==> config.mk <==
export PLATFORM = sky130hd
export DESIGN_NAME = fdscr_regs
export DESIGN_NICKNAME = d
export VERILOG_FILES = /design/src/fdscr_pkg.sv /design/src/fdscr_regs.sv
export SDC_FILE = /design/constraint.sdc
export NUM_CORES = 1
export LEC_CHECK = 0
export BUFFER_PORTS_ARGS = -buffer_cell sky130_fd_sc_hd__buf_2
export CAP_MARGIN = 20
export CORE_ASPECT_RATIO = 0.75
export CORE_MARGIN = 3
export CORE_UTILIZATION = 60
export DETAILED_ROUTE_END_ITERATION = 6
export PLACE_DENSITY_LB_ADDON = 0.05
export SLEW_MARGIN = 40
export SYNTH_ARGS = -nofsm -noshare
export SYNTH_HDL_FRONTEND = slang
export SYNTH_SLANG_ARGS = --single-unit
export TNS_END_PERCENT = 5
==> constraint.sdc <==
create_clock -name clk -period 2.9 [get_ports clk]
set_input_delay 0 -clock clk [delete_from_list [all_inputs] [get_ports clk]]
set_output_delay 0 -clock clk [all_outputs]
set_load 0.05 [all_outputs]
==> src/fdscr_pkg.sv <==
// Constants and types shared by the flash driver serial control registers
package fdscr_pkg;
	// Bus address and direction bytes
	localparam logic [6:0] SLAVE_ADDR = 7'h30;
	localparam logic [7:0] WRITE_ADDR_BYTE = 8'h60;
	localparam logic [7:0] READ_ADDR_BYTE = 8'h61;
	// Register subaddresses
	localparam logic [7:0] SUB_DESIGN_INFO = 8'h00;
	localparam logic [7:0] SUB_PIN_TIMER = 8'h02;
	localparam logic [7:0] SUB_CURRENT = 8'h03;
	localparam logic [7:0] SUB_OUT_MODE = 8'h04;
	// Design information value, arbitrary
	localparam logic [7:0] DESIGN_INFO_VALUE = 8'h5a;
	// Register defaults
	localparam logic [7:0] PIN_TIMER_RESET = 8'h0f;
	localparam logic [7:0] CURRENT_RESET = 8'h73;
	localparam logic [7:0] OUT_MODE_RESET = 8'ha4;
	// Field positions
	localparam int AUX2_LSB = 6;
	localparam int AUX1_LSB = 4;
	localparam int TIMEOUT_LSB = 0;
	localparam int FLASH_I_LSB = 3;
	localparam int TORCH_I_LSB = 0;
	localparam int PEAK_LSB = 6;
	localparam int TRIG_LEVEL_BIT = 5;
	localparam int FOLDBACK_BIT = 4;
	localparam int OUT_EN_BIT = 3;
	localparam int TRIG_SRC_BIT = 2;
	localparam int LED_MODE_LSB = 0;
	// Bit count of a byte, before the ack slot
	localparam logic [3:0] BYTE_BITS = 4'h8;
	// Mode encodings
	localparam logic [1:0] LED_MODE_STANDBY = 2'h0;
	localparam logic [1:0] LED_MODE_BOOST_OUTPUT_PIN = 2'h1;
	localparam logic [1:0] LED_MODE_ASSIST = 2'h2;
	localparam logic [1:0] LED_MODE_FLASH = 2'h3;
	localparam logic [1:0] AUX1_RESERVED = 2'h3;
	// Decoded configuration presented to the analog core
	typedef struct packed {
		logic [1:0] auxPinTwoConfig;
		logic [1:0] auxPinOneConfig;
		logic [3:0] flashTimeoutCode;
		logic [4:0] flashCurrentCode;
		logic [2:0] torchCurrentCode;
		logic [1:0] inductorPeakLimit;
		logic triggerLevelSelect;
		logic switchFreqFoldback;
		logic outputEnable;
		logic triggerSourceSelect;
		logic [1:0] ledOutputMode;
	} fdscr_cfg_t;
	// Serial engine states
	typedef enum logic [3:0] {
		ST_IDLE, ST_ADDR, ST_ADDR_ACK, ST_SUB, ST_SUB_ACK, ST_WDATA, ST_WDATA_ACK,
		ST_TX, ST_MACK, ST_WAIT_STOP
	} fdscr_state_t;
endpackage

==> src/fdscr_regs.sv <==
// Serial slave and configuration register bank of the flash driver
`timescale 1ns/1ps
`default_nettype none
module fdscr_regs #(
	parameter int SYNC_STAGES = 3
) (
	// Clock and reset
	input wire logic clk,
	input wire logic reset_n,
	// Serial bus pins
	input wire logic scl,
	input wire logic sdaIn,
	output logic sdaOut,
	output logic sdaOe,
	// Device pins and core status
	input wire logic chipEnable,
	input wire logic flashTrigger,
	input wire logic criticalFault,
	// Configuration to the core
	output fdscr_pkg::fdscr_cfg_t cfg,
	output logic flashFire
);
	localparam int NPIN = 4;
	localparam int P_SCL = 0;
	localparam int P_SDA = 1;
	localparam int P_EN = 2;
	localparam int P_TRIG = 3;

	// Raw pin vector
	logic [NPIN-1:0] pinRaw;
	assign pinRaw = {flashTrigger, chipEnable, sdaIn, scl};

	// Three-stage synchronisers, level accepted when the last two agree
	logic [NPIN-1:0] pinFilt_q;
	logic [NPIN-1:0] pinPrev_q;
	genvar gi;
	generate
		for (gi = 0; gi < NPIN; gi++) begin : gSync
			logic [SYNC_STAGES-1:0] stage_q;
			always_ff @(posedge clk or negedge reset_n) begin
				if (!reset_n) begin
					stage_q <= '1;
				end else begin
					stage_q <= {stage_q[SYNC_STAGES-2:0], pinRaw[gi]};
				end
			end
			always_ff @(posedge clk or negedge reset_n) begin
				if (!reset_n) begin
					pinFilt_q[gi] <= 1'b1;
					pinPrev_q[gi] <= 1'b1;
				end else begin
					if (stage_q[SYNC_STAGES-1] == stage_q[SYNC_STAGES-2]) begin
						pinFilt_q[gi] <= stage_q[SYNC_STAGES-1];
					end
					pinPrev_q[gi] <= pinFilt_q[gi];
				end
			end
		end
	endgenerate

	// Bus events from filtered levels
	logic sclRise, sclFall, busStart, busStop, enRise, trigRise;
	assign sclRise = pinFilt_q[P_SCL] & ~pinPrev_q[P_SCL];
	assign sclFall = ~pinFilt_q[P_SCL] & pinPrev_q[P_SCL];
	assign busStart = pinFilt_q[P_SCL] & pinPrev_q[P_SCL] & pinPrev_q[P_SDA] & ~pinFilt_q[P_SDA];
	assign busStop = pinFilt_q[P_SCL] & pinPrev_q[P_SCL] & ~pinPrev_q[P_SDA] & pinFilt_q[P_SDA];
	assign enRise = pinFilt_q[P_EN] & ~pinPrev_q[P_EN];
	assign trigRise = pinFilt_q[P_TRIG] & ~pinPrev_q[P_TRIG];

	// Register storage
	logic [7:0] pinTimer_q, current_q, outMode_q;

	// Read decode, used by the load of the first and later read bits
	function automatic logic [7:0] readReg(input logic [7:0] sub, input logic [7:0] pt,
		input logic [7:0] cs, input logic [7:0] om);
		case (sub)
			fdscr_pkg::SUB_DESIGN_INFO: readReg = fdscr_pkg::DESIGN_INFO_VALUE;
			fdscr_pkg::SUB_PIN_TIMER: readReg = pt;
			fdscr_pkg::SUB_CURRENT: readReg = cs;
			fdscr_pkg::SUB_OUT_MODE: readReg = om;
			default: readReg = 8'h00;
		endcase
	endfunction

	// Serial engine state
	fdscr_pkg::fdscr_state_t state_q;
	logic [7:0] shift_q;
	logic [3:0] bitCnt_q;
	logic [7:0] sub_q;
	logic readDir_q;
	logic [7:0] txShift_q;
	logic wrStrobe_q;
	logic [7:0] wrData_q;
	logic [3:0] txCnt_q;
	logic [7:0] rdValue;
	assign rdValue = readReg(sub_q, pinTimer_q, current_q, outMode_q);

	// Receive shifting, MSB first
	always_ff @(posedge clk or negedge reset_n) begin
		if (!reset_n) begin
			shift_q <= 8'h00;
			bitCnt_q <= 4'h0;
		end else if (busStart || busStop) begin
			bitCnt_q <= 4'h0;
		end else if (sclRise && (state_q == fdscr_pkg::ST_ADDR || state_q == fdscr_pkg::ST_SUB
				|| state_q == fdscr_pkg::ST_WDATA)) begin
			shift_q <= {shift_q[6:0], pinFilt_q[P_SDA]};
			bitCnt_q <= bitCnt_q + 4'h1;
		end else if (sclFall && bitCnt_q == fdscr_pkg::BYTE_BITS) begin
			bitCnt_q <= 4'h0;
		end
	end

	// Protocol sequencing, ack drive and transmit
	always_ff @(posedge clk or negedge reset_n) begin
		if (!reset_n) begin
			state_q <= fdscr_pkg::ST_IDLE;
			sdaOe <= 1'b0;
			sub_q <= 8'h00;
			readDir_q <= 1'b0;
			txShift_q <= 8'h00;
			wrStrobe_q <= 1'b0;
			wrData_q <= 8'h00;
		end else begin
			wrStrobe_q <= 1'b0;
			if (busStart) begin
				state_q <= fdscr_pkg::ST_ADDR;
				sdaOe <= 1'b0;
			end else if (busStop) begin
				state_q <= fdscr_pkg::ST_IDLE;
				sdaOe <= 1'b0;
			end else if (sclFall) begin
				case (state_q)
					fdscr_pkg::ST_ADDR: begin
						if (bitCnt_q == fdscr_pkg::BYTE_BITS) begin
							if ({shift_q[7:1], 1'b0} == fdscr_pkg::WRITE_ADDR_BYTE) begin
								readDir_q <= shift_q[0];
								sdaOe <= 1'b1;
								state_q <= fdscr_pkg::ST_ADDR_ACK;
							end else begin
								state_q <= fdscr_pkg::ST_WAIT_STOP;
							end
						end
					end
					fdscr_pkg::ST_ADDR_ACK: begin
						if (readDir_q) begin
							// First read bit goes out on this fall
							txShift_q <= {rdValue[6:0], 1'b0};
							sdaOe <= ~rdValue[7];
							state_q <= fdscr_pkg::ST_TX;
						end else begin
							sdaOe <= 1'b0;
							state_q <= fdscr_pkg::ST_SUB;
						end
					end
					fdscr_pkg::ST_SUB: begin
						if (bitCnt_q == fdscr_pkg::BYTE_BITS) begin
							sub_q <= shift_q;
							sdaOe <= 1'b1;
							state_q <= fdscr_pkg::ST_SUB_ACK;
						end
					end
					fdscr_pkg::ST_SUB_ACK: begin
						sdaOe <= 1'b0;
						state_q <= fdscr_pkg::ST_WDATA;
					end
					fdscr_pkg::ST_WDATA: begin
						if (bitCnt_q == fdscr_pkg::BYTE_BITS) begin
							wrData_q <= shift_q;
							wrStrobe_q <= 1'b1;
							sdaOe <= 1'b1;
							state_q <= fdscr_pkg::ST_WDATA_ACK;
						end
					end
					fdscr_pkg::ST_WDATA_ACK: begin
						sdaOe <= 1'b0;
						state_q <= fdscr_pkg::ST_WAIT_STOP;
					end
					fdscr_pkg::ST_TX: begin
						if (txCnt_q == fdscr_pkg::BYTE_BITS - 4'h1) begin
							sdaOe <= 1'b0;
							state_q <= fdscr_pkg::ST_MACK;
						end else begin
							sdaOe <= ~txShift_q[7];
							txShift_q <= {txShift_q[6:0], 1'b0};
						end
					end
					fdscr_pkg::ST_MACK: begin
						// Master ack repeats the same register, nack ends
						if (readDir_q) begin
							txShift_q <= {rdValue[6:0], 1'b0};
							sdaOe <= ~rdValue[7];
							state_q <= fdscr_pkg::ST_TX;
						end else begin
							state_q <= fdscr_pkg::ST_WAIT_STOP;
						end
					end
					default: begin
						sdaOe <= 1'b0;
					end
				endcase
			end else if (sclRise && state_q == fdscr_pkg::ST_MACK) begin
				readDir_q <= ~pinFilt_q[P_SDA]; // Low means master wants more
			end
		end
	end

	// Transmit bit counter, counts bits already sent
	always_ff @(posedge clk or negedge reset_n) begin
		if (!reset_n) begin
			txCnt_q <= 4'h0;
		end else if (state_q != fdscr_pkg::ST_TX) begin
			txCnt_q <= 4'h0;
		end else if (sclFall) begin
			txCnt_q <= txCnt_q + 4'h1;
		end
	end

	// Register writes, defaults on reset or chip enable rise
	always_ff @(posedge clk or negedge reset_n) begin
		if (!reset_n) begin
			pinTimer_q <= fdscr_pkg::PIN_TIMER_RESET;
			current_q <= fdscr_pkg::CURRENT_RESET;
			outMode_q <= fdscr_pkg::OUT_MODE_RESET;
		end else if (enRise) begin
			pinTimer_q <= fdscr_pkg::PIN_TIMER_RESET;
			current_q <= fdscr_pkg::CURRENT_RESET;
			outMode_q <= fdscr_pkg::OUT_MODE_RESET;
		end else begin
			if (wrStrobe_q && sub_q == fdscr_pkg::SUB_PIN_TIMER) begin
				pinTimer_q <= wrData_q;
			end
			if (wrStrobe_q && sub_q == fdscr_pkg::SUB_CURRENT) begin
				current_q <= wrData_q;
			end
			if (wrStrobe_q && sub_q == fdscr_pkg::SUB_OUT_MODE) begin
				outMode_q <= wrData_q;
			end
			if (criticalFault) begin
				outMode_q[fdscr_pkg::OUT_EN_BIT] <= 1'b0;
			end
		end
	end

	// Field view toward the core
	always_ff @(posedge clk or negedge reset_n) begin
		if (!reset_n) begin
			cfg <= '0;
		end else begin
			cfg.auxPinTwoConfig <= pinTimer_q[fdscr_pkg::AUX2_LSB +: 2];
			cfg.auxPinOneConfig <= pinTimer_q[fdscr_pkg::AUX1_LSB +: 2];
			cfg.flashTimeoutCode <= pinTimer_q[fdscr_pkg::TIMEOUT_LSB +: 4];
			cfg.flashCurrentCode <= current_q[fdscr_pkg::FLASH_I_LSB +: 5];
			cfg.torchCurrentCode <= current_q[fdscr_pkg::TORCH_I_LSB +: 3];
			cfg.inductorPeakLimit <= outMode_q[fdscr_pkg::PEAK_LSB +: 2];
			cfg.triggerLevelSelect <= outMode_q[fdscr_pkg::TRIG_LEVEL_BIT];
			cfg.switchFreqFoldback <= outMode_q[fdscr_pkg::FOLDBACK_BIT];
			cfg.outputEnable <= outMode_q[fdscr_pkg::OUT_EN_BIT] & ~criticalFault;
			cfg.triggerSourceSelect <= outMode_q[fdscr_pkg::TRIG_SRC_BIT];
			cfg.ledOutputMode <= outMode_q[fdscr_pkg::LED_MODE_LSB +: 2];
		end
	end

	// Flash firing from software or the trigger pin
	logic flashArmed, edgeLatch_q;
	assign flashArmed = outMode_q[fdscr_pkg::OUT_EN_BIT]
		&& outMode_q[fdscr_pkg::LED_MODE_LSB +: 2] == fdscr_pkg::LED_MODE_FLASH;
	always_ff @(posedge clk or negedge reset_n) begin
		if (!reset_n) begin
			edgeLatch_q <= 1'b0;
		end else if (!flashArmed) begin
			edgeLatch_q <= 1'b0;
		end else if (trigRise) begin
			edgeLatch_q <= 1'b1;
		end
	end
	always_ff @(posedge clk or negedge reset_n) begin
		if (!reset_n) begin
			flashFire <= 1'b0;
		end else if (!flashArmed || criticalFault) begin
			flashFire <= 1'b0;
		end else if (!outMode_q[fdscr_pkg::TRIG_SRC_BIT]) begin
			flashFire <= 1'b1;
		end else if (outMode_q[fdscr_pkg::TRIG_LEVEL_BIT]) begin
			flashFire <= pinFilt_q[P_TRIG];
		end else begin
			flashFire <= edgeLatch_q | trigRise;
		end
	end

	// Open-drain data line only ever pulls low
	assign sdaOut = 1'b0;
endmodule
`default_nettype wire

==> impl_metrics.toml, run 1 <==
[outcome]
outcome = "complete, no violations"

[placement]
dp_hpwl_um = 6300
post_dp_cell_area_um2 = 5110
gp_congestion = 0.956
io_buffers = 32

[synthesis]
ys.flop_type = "dfrtp_1"
netlist.area_leader.share_pct = 43.2
synthesis.nets = 405
syn_area_per_cell_um2 = 12.3
synth_common_cells = "dfrtp_1, dfstp_2, nand2_1"
yosysUniqueCellTypes = 61
synth_cells = 395
yosysMostFrequentCell = "dfrtp_1"
synth_async_sr_flop_share_pct = 100
synth_top_cell_by_area = "dfrtp_1"
ys_ff_latch = 116
synth_edf_count = 0
seq_area_frac_synth_pct = 60.5
synthTopCellsByArea = "dfrtp_1, dfstp_2, mux2i_1"
synth_area_um2 = 4860
yosysWarnings = 0

[global_route]
grt_max_degree = 74
grt_antenna_before_repair = 0
grt_pass1_vias = 3288
grt-ovfl-total = 0
grtUsageTotal_pct = 23.9
grt_pass1_wl_um = 16600

[floorplanning]
die_y_um = 84.0
dieWidth_um = 110
core_area_um2 = 7600
start_util_pct = 64.0
die-area_um2 = 9230
io_pins = 34
rows = 27

[sta]
final.period_utilization_pct = 74.3
relSlewSlack_pct = 53.8
rsz0062_at_grt = "false"
fin_skew_ns = 0.00942
fmax_ghz = 0.464
period_needed_ns = 2.16
setup_viol = 0
final-hold-violation-count = 0
setup_tns_ns = 0
tightest_slew_ns = 0.692
drv_slew = 0

[route]
drt_drc_violations_left = 0
wl_per_cell_um = 17.6
drtAntennaViolNets = 0
totalWireLength_um = 9740
dr_total_vias = 3185
drt_iter0_drc = 192
via_per_inst = 5.76
firstDrtPassIters = 5

[pwr]
switching_share_pct = 27.2
seq_power_share_pct = 43.6
p_comb_share_pct = 13.2
leakage_nw = 2.78
clkPwrFrac_pct = 43.2
p_sw_mw = 1.22
power.density_nw_per_um2 = 783
peakVddDrop_mv = 0.588
p_int_mw = 3.26

[worst_hold_path]
hold_class = "input pin to async pin"

[clock_network]
ctsHtreeMaxLevel = 4
cts-root-buf = "clkbuf_8"
clk_pin_slew_ns = 0.06
cts_buffers = 17
cts_tree = "built"
post_cts_buffers = 0
clock_path_buffers = 2
insertion_delay_ns = 0.52
clock_sinks = 116
cts_resized = 0
postCtsHoldBufs = 6

[cells_and_area]
drive_above_1_share_pct = 29.4
areaGrowthSynthToFinish_pct = 17.6
nets = 449
n_antenna_cell = 0
design_area_um2 = 5720

[run]
drv_cap = 0

[setup_path]
cp_max_fo = 7
startpoint_type = "flip-flop"
reg2reg_depth = 7
worstPathArrival_ns = 2.52
startpoint = "bitCnt_q[0]"
crit_required_ns = 3.27
crit_type = "flip-flop to flip-flop"
critPathCaptureType = "flip-flop"
reg2reg_from = "bitCnt_q[0]"
==> critical path, stage by stage (launching register included) <==
cell	delay, ns
dfrtp_1	0.44
inv_1	0.08
ha_1	0.17
nand3b_1	0.20
a2111o_1	0.51
o2bb2ai_2	0.19
a211oi_1	0.29
a211oi_1	0.13
==> power by group through the flow <==
stage	sequential [mW]	combinational (mW)	clock (mW)
floorplan	1.89	0.474	0
global placement	1.96	0.551	0
detailed placement	1.97	0.572	0
CTS	1.95	0.587	1.97
global route	1.98	0.662	2.05
finish	1.95	0.590	1.94
==> cell usage in the layout (no fill, tap or decap), types with 2 or more instances in the layout <==
master,n
bufinv_16,2
o21ai_1,3
clkbuf_16,16
buf_4,2
o22a_1,2
o21ai_0,15
nand2b_1,8
a21oi_1,14
buf_2,31
xor2_1,3
a22oi_1,5
clkbuf_1,6
mux2i_1,28
nor2b_1,8
nand4_1,2
o22ai_1,6
clkbuf_8,3
a31oi_1,3
a32oi_1,2
nand3b_1,3
dfrtp_1,84
nand3_1,5
clkinv_2,5
nor2_1,28
inv_1,16
nor3_1,4
mux2_2,22
nor2b_2,2
dfstp_2,32
ha_1,3
a221oi_1,2
dlygate4sd3_1,6
a211oi_1,3
mux2_4,8
maj3_1,4
nand2_1,32
or3_1,2
nand3_2,3
==> worst paths after layout <==
check                      slack (ns)                  end
setup / recovery                 0.74           state_q[1]
setup reg to reg                 0.74           state_q[1]
min in group clk                 0.13  gSync[1].stage_q[0]
hold / removal                   0.01               cfg[7]
hold reg to reg                  0.35  gSync[2].stage_q[1]
max in group asynchronous        2.09  gSync[0].stage_q[2]
==> layer usage <==
| metal | global-route usage, % | vias up | wire length [µm] | share of wire (%) |
|---|---|---|---|---|
| met5 | 0 | - | 0 | 0 |
| met4 | 8.72 | 0 | 141 | 1.4 |
| met3 | 8.04 | 14 | 577 | 5.9 |
| met2 | 32.4 | 101 | 4270 | 44 |
| met1 | 35.5 | 1589 | 4760 | 49 |
| li1 | - | 1481 | - | - |
==> kinds of logic (layout without fill, tap and decap cells) <==
logic type               Yosys count  after routing  synth area share, %
flip-flops                       116            116                 60.5
AND/OR/NAND/NOR                  108            108                 11.3
AO/OA/AOI/OAI                     69             69                 9.34
multiplexers                      59             59                 13.6
buffers and inverters             31             88                 2.83
adder cells (fa/ha/maj)            7              7                 1.60
XOR/XNOR                           4              4                0.721
other                              1              1               0.0771
==> flip-flops by register name (all words and copies together) (netlist names), 7 cells and up <==
signal,count
shift_q,8
gSync.stage_q,12
outMode_q,8
current_q,8
pinTimer_q,8
cfg,24
wrData_q,8
txShift_q,7
sub_q,8
==> per-stage QoR <==
step	worst slack [ns]	hold WS [ns]	utilization (%)	power, mW	std cells
detailed placement	0.806	0.0113	67.2	2.54	515
global placement	0.781	0.00629	67.1	2.51	515
global route	0.623	0.0418	75.2	4.70	553
finish	0.744	0.0130	75.2	4.48	553
floorplan	0.982	-0.296	-	2.36	395
CTS	0.770	0.0126	75.2	4.50	553
==> layout make-up <==
class	instances	area, µm²
Sequential cell	116	2940
Tap cell	101	126
Multi-Input combinational cell	248	1790
Clock inverter	7	85.1
Clock buffer	25	464
Fill cell	510	1880
Inverter	16	60.1
Timing Repair Buffer	40	250
Note: power is estimated with default switching activity, not from simulation.
==> run 2, diff against run 1 <==
Settings changed: CORE_UTILIZATION 60 to 54.
Clock period 2.9 ns to 1.78 ns, I/O delays scaled along.
==> run 2 against run 1 <==
  * The run now ends with setup timing left
  * Global-route usage fell by 2.2 points
  * Flip-flop and latch count did not move
  * Non-clock buffer count rose by 45
  * Final cell count rose by 9.4%
  * Maximum frequency rose by 17%
  * Sequential share of layout area fell by 4.5 points
==> impl_metrics.toml, run 2 (same netlist as run 1, synthesis figures left out) <==
[cells_and_area]
areaGrowthSynthToFinish_pct = 28.8
final_util_pct = 72.9
reg_top3 = "cfg x24, gSync.stage_q x12"
drive_above_1_share_pct = 38.8
layout_common_cells = "dfrtp_1, buf_4, nand2_1, dfstp_2, buf_2"
n_antenna_cell = 0
nets = 494
regMostFlops = "cfg"
final_common_cell = "dfrtp_1"
finalNonFillerCells = 605
largest_register_ffs = 24

[clock_network]
ctsHtreeMaxLevel = 4
insertion_delay_ns = 0.41
clock_sinks = 116
cts-root-buf = "clkbuf_16"
clk_pin_slew_ns = 0.06
cts_tree = "built"
clock_path_buffers = 2
cts_buffers = 17

[global_route]
grt_max_degree = 76
grt_antenna_before_repair = 0
grt-ovfl-total = 0
grt_pass1_wl_um = 16500
grtUsageTotal_pct = 21.7
grt_pass1_vias = 3221

[floorplanning]
dieWidth_um = 116
rows = 29
io_pins = 34
core_area_um2 = 8600
start_util_pct = 56.5
die-area_um2 = 10200
die_y_um = 88.2

[pwr]
leakage_nw = 3.06
switching_share_pct = 27.7
clkPwrFrac_pct = 43.8
p_sw_mw = 2.23
power.density_nw_per_um2 = 1280
seq_power_share_pct = 39.0
p_comb_share_pct = 17.3
peakVddDrop_mv = 0.885
p_int_mw = 5.82

[setup_path]
critPathCaptureType = "flip-flop"
cp_max_fo = 9
worstPathArrival_ns = 2.14
crit_type = "flip-flop to flip-flop"
ff2ff_setup_slack_ns = -0.07
startpoint_type = "flip-flop"
crit_required_ns = 2.07

[placement]
dp.cells = 565
dp_hpwl_um = 6860
io_buffers = 32
gp_congestion = 0.878

[route]
via_per_inst = 5.52
drt_iter0_drc = 217
wl_per_cell_um = 16.5
firstDrtPassIters = 4
drtAntennaViolNets = 0
totalWireLength_um = 9990
drt_drc_violations_left = 0
dr_total_vias = 3338

[sta]
fin_skew_ns = 0.00851
drv_slew = 0
fin_ws_ns = -0.0703
setup_viol = 11
fmax_ghz = 0.540
final.period_utilization_pct = 104
tightest_slew_ns = 0.511
final-hold-violation-count = 0
relSlewSlack_pct = 65.9
rsz0062_at_grt = "true"
period_needed_ns = 1.85

[run]
drv_cap = 0

[outcome]
outcome = "finished, violations left"
violations = "setup timing"

[worst_hold_path]
hold_class = "input pin to async pin"
run 2: cell count changes in the layout (fill, tap and decap cells not counted), sizes merged:
cell,previous run,this run
inv,16,19
clkbuf,25,18
buf,34,78
bufinv,2,3
clkinvlp,0,2
dlygate4sd3,6,7
clkinv,5,6
run 2: power by group through the flow:
stage                     Combinational (mW)  Sequential, mW  Clock (mW)
after floorplan                        0.774            3.07           0
after detailed placement                1.29            3.15           0
final                                   1.39            3.13        3.52
after global routing                    1.53            3.16        3.71
after CTS                               1.33            3.12        3.57
after global placement                  1.27            3.14           0
run 2: critical path: stages, from the launching register on:
cell     delay, ns
dfrtp_1       0.37
inv_1         0.07
ha_2          0.17
and3b_2       0.21
nand2_4       0.05
or4_4         0.53
mux2_4        0.33
run 2: per-stage QoR:
step                area [µm²]  worst slack (ns)  total power [mW]  hold WS, ns  setup TNS (ns)
CTS                       6200           -0.0822              8.02        0.108          -0.789
global placement          5470           -0.0428              4.41       -0.154          -0.592
global route              6260            -0.157              8.40        0.108           -2.23
detailed placement        5470           -0.0922              4.44       -0.153           -1.13
floorplan                 4870           -0.0658              3.85       -0.296          -0.531
finish                    6260           -0.0703              8.05        0.119          -0.634
run 2: path summary, 6_finish.rpt:
kind                       depth (start not counted)                start                  end
setup / recovery                                   6          bitCnt_q[0]          wrData_q[5]
hold / removal                                     2              reset_n        pinTimer_q[1]
setup reg to reg                                   6          bitCnt_q[0]          wrData_q[5]
hold reg to reg                                    0  gSync[1].stage_q[0]  gSync[1].stage_q[1]
max in group asynchronous                          3              reset_n              cfg[17]
min in group clk                                   2                  scl  gSync[0].stage_q[0]
run 2: what timing repair did:
item / in CTS / in global routing
hold endpoints to repair: 93 / 0
pin swaps: 1 / 9
resized for setup: 9 / 11
setup endpoints to repair: 33 / 38
setup buffers: 0 / 1
gates cloned: 0 / 0
hold buffers: 7 / 0
run 2: layout make-up:
type                       count  area [µm²]
sequential                   116        2950
timing repair buffer          85         647
inverter                      16        60.1
clock buffer                  18         450
fill                         587        2330
tap                          108         135
multi-input combinational    248        1850
clock inverter                14         174
run 2: metal layers:
layer,vias to the layer above,track usage (%),share of wire [%]
li1,1581,-,-
met1,1652,32.6,51
met2,90,29.9,43
met3,15,6.28,4.6
met4,0,8.21,1.5
met5,-,0,0
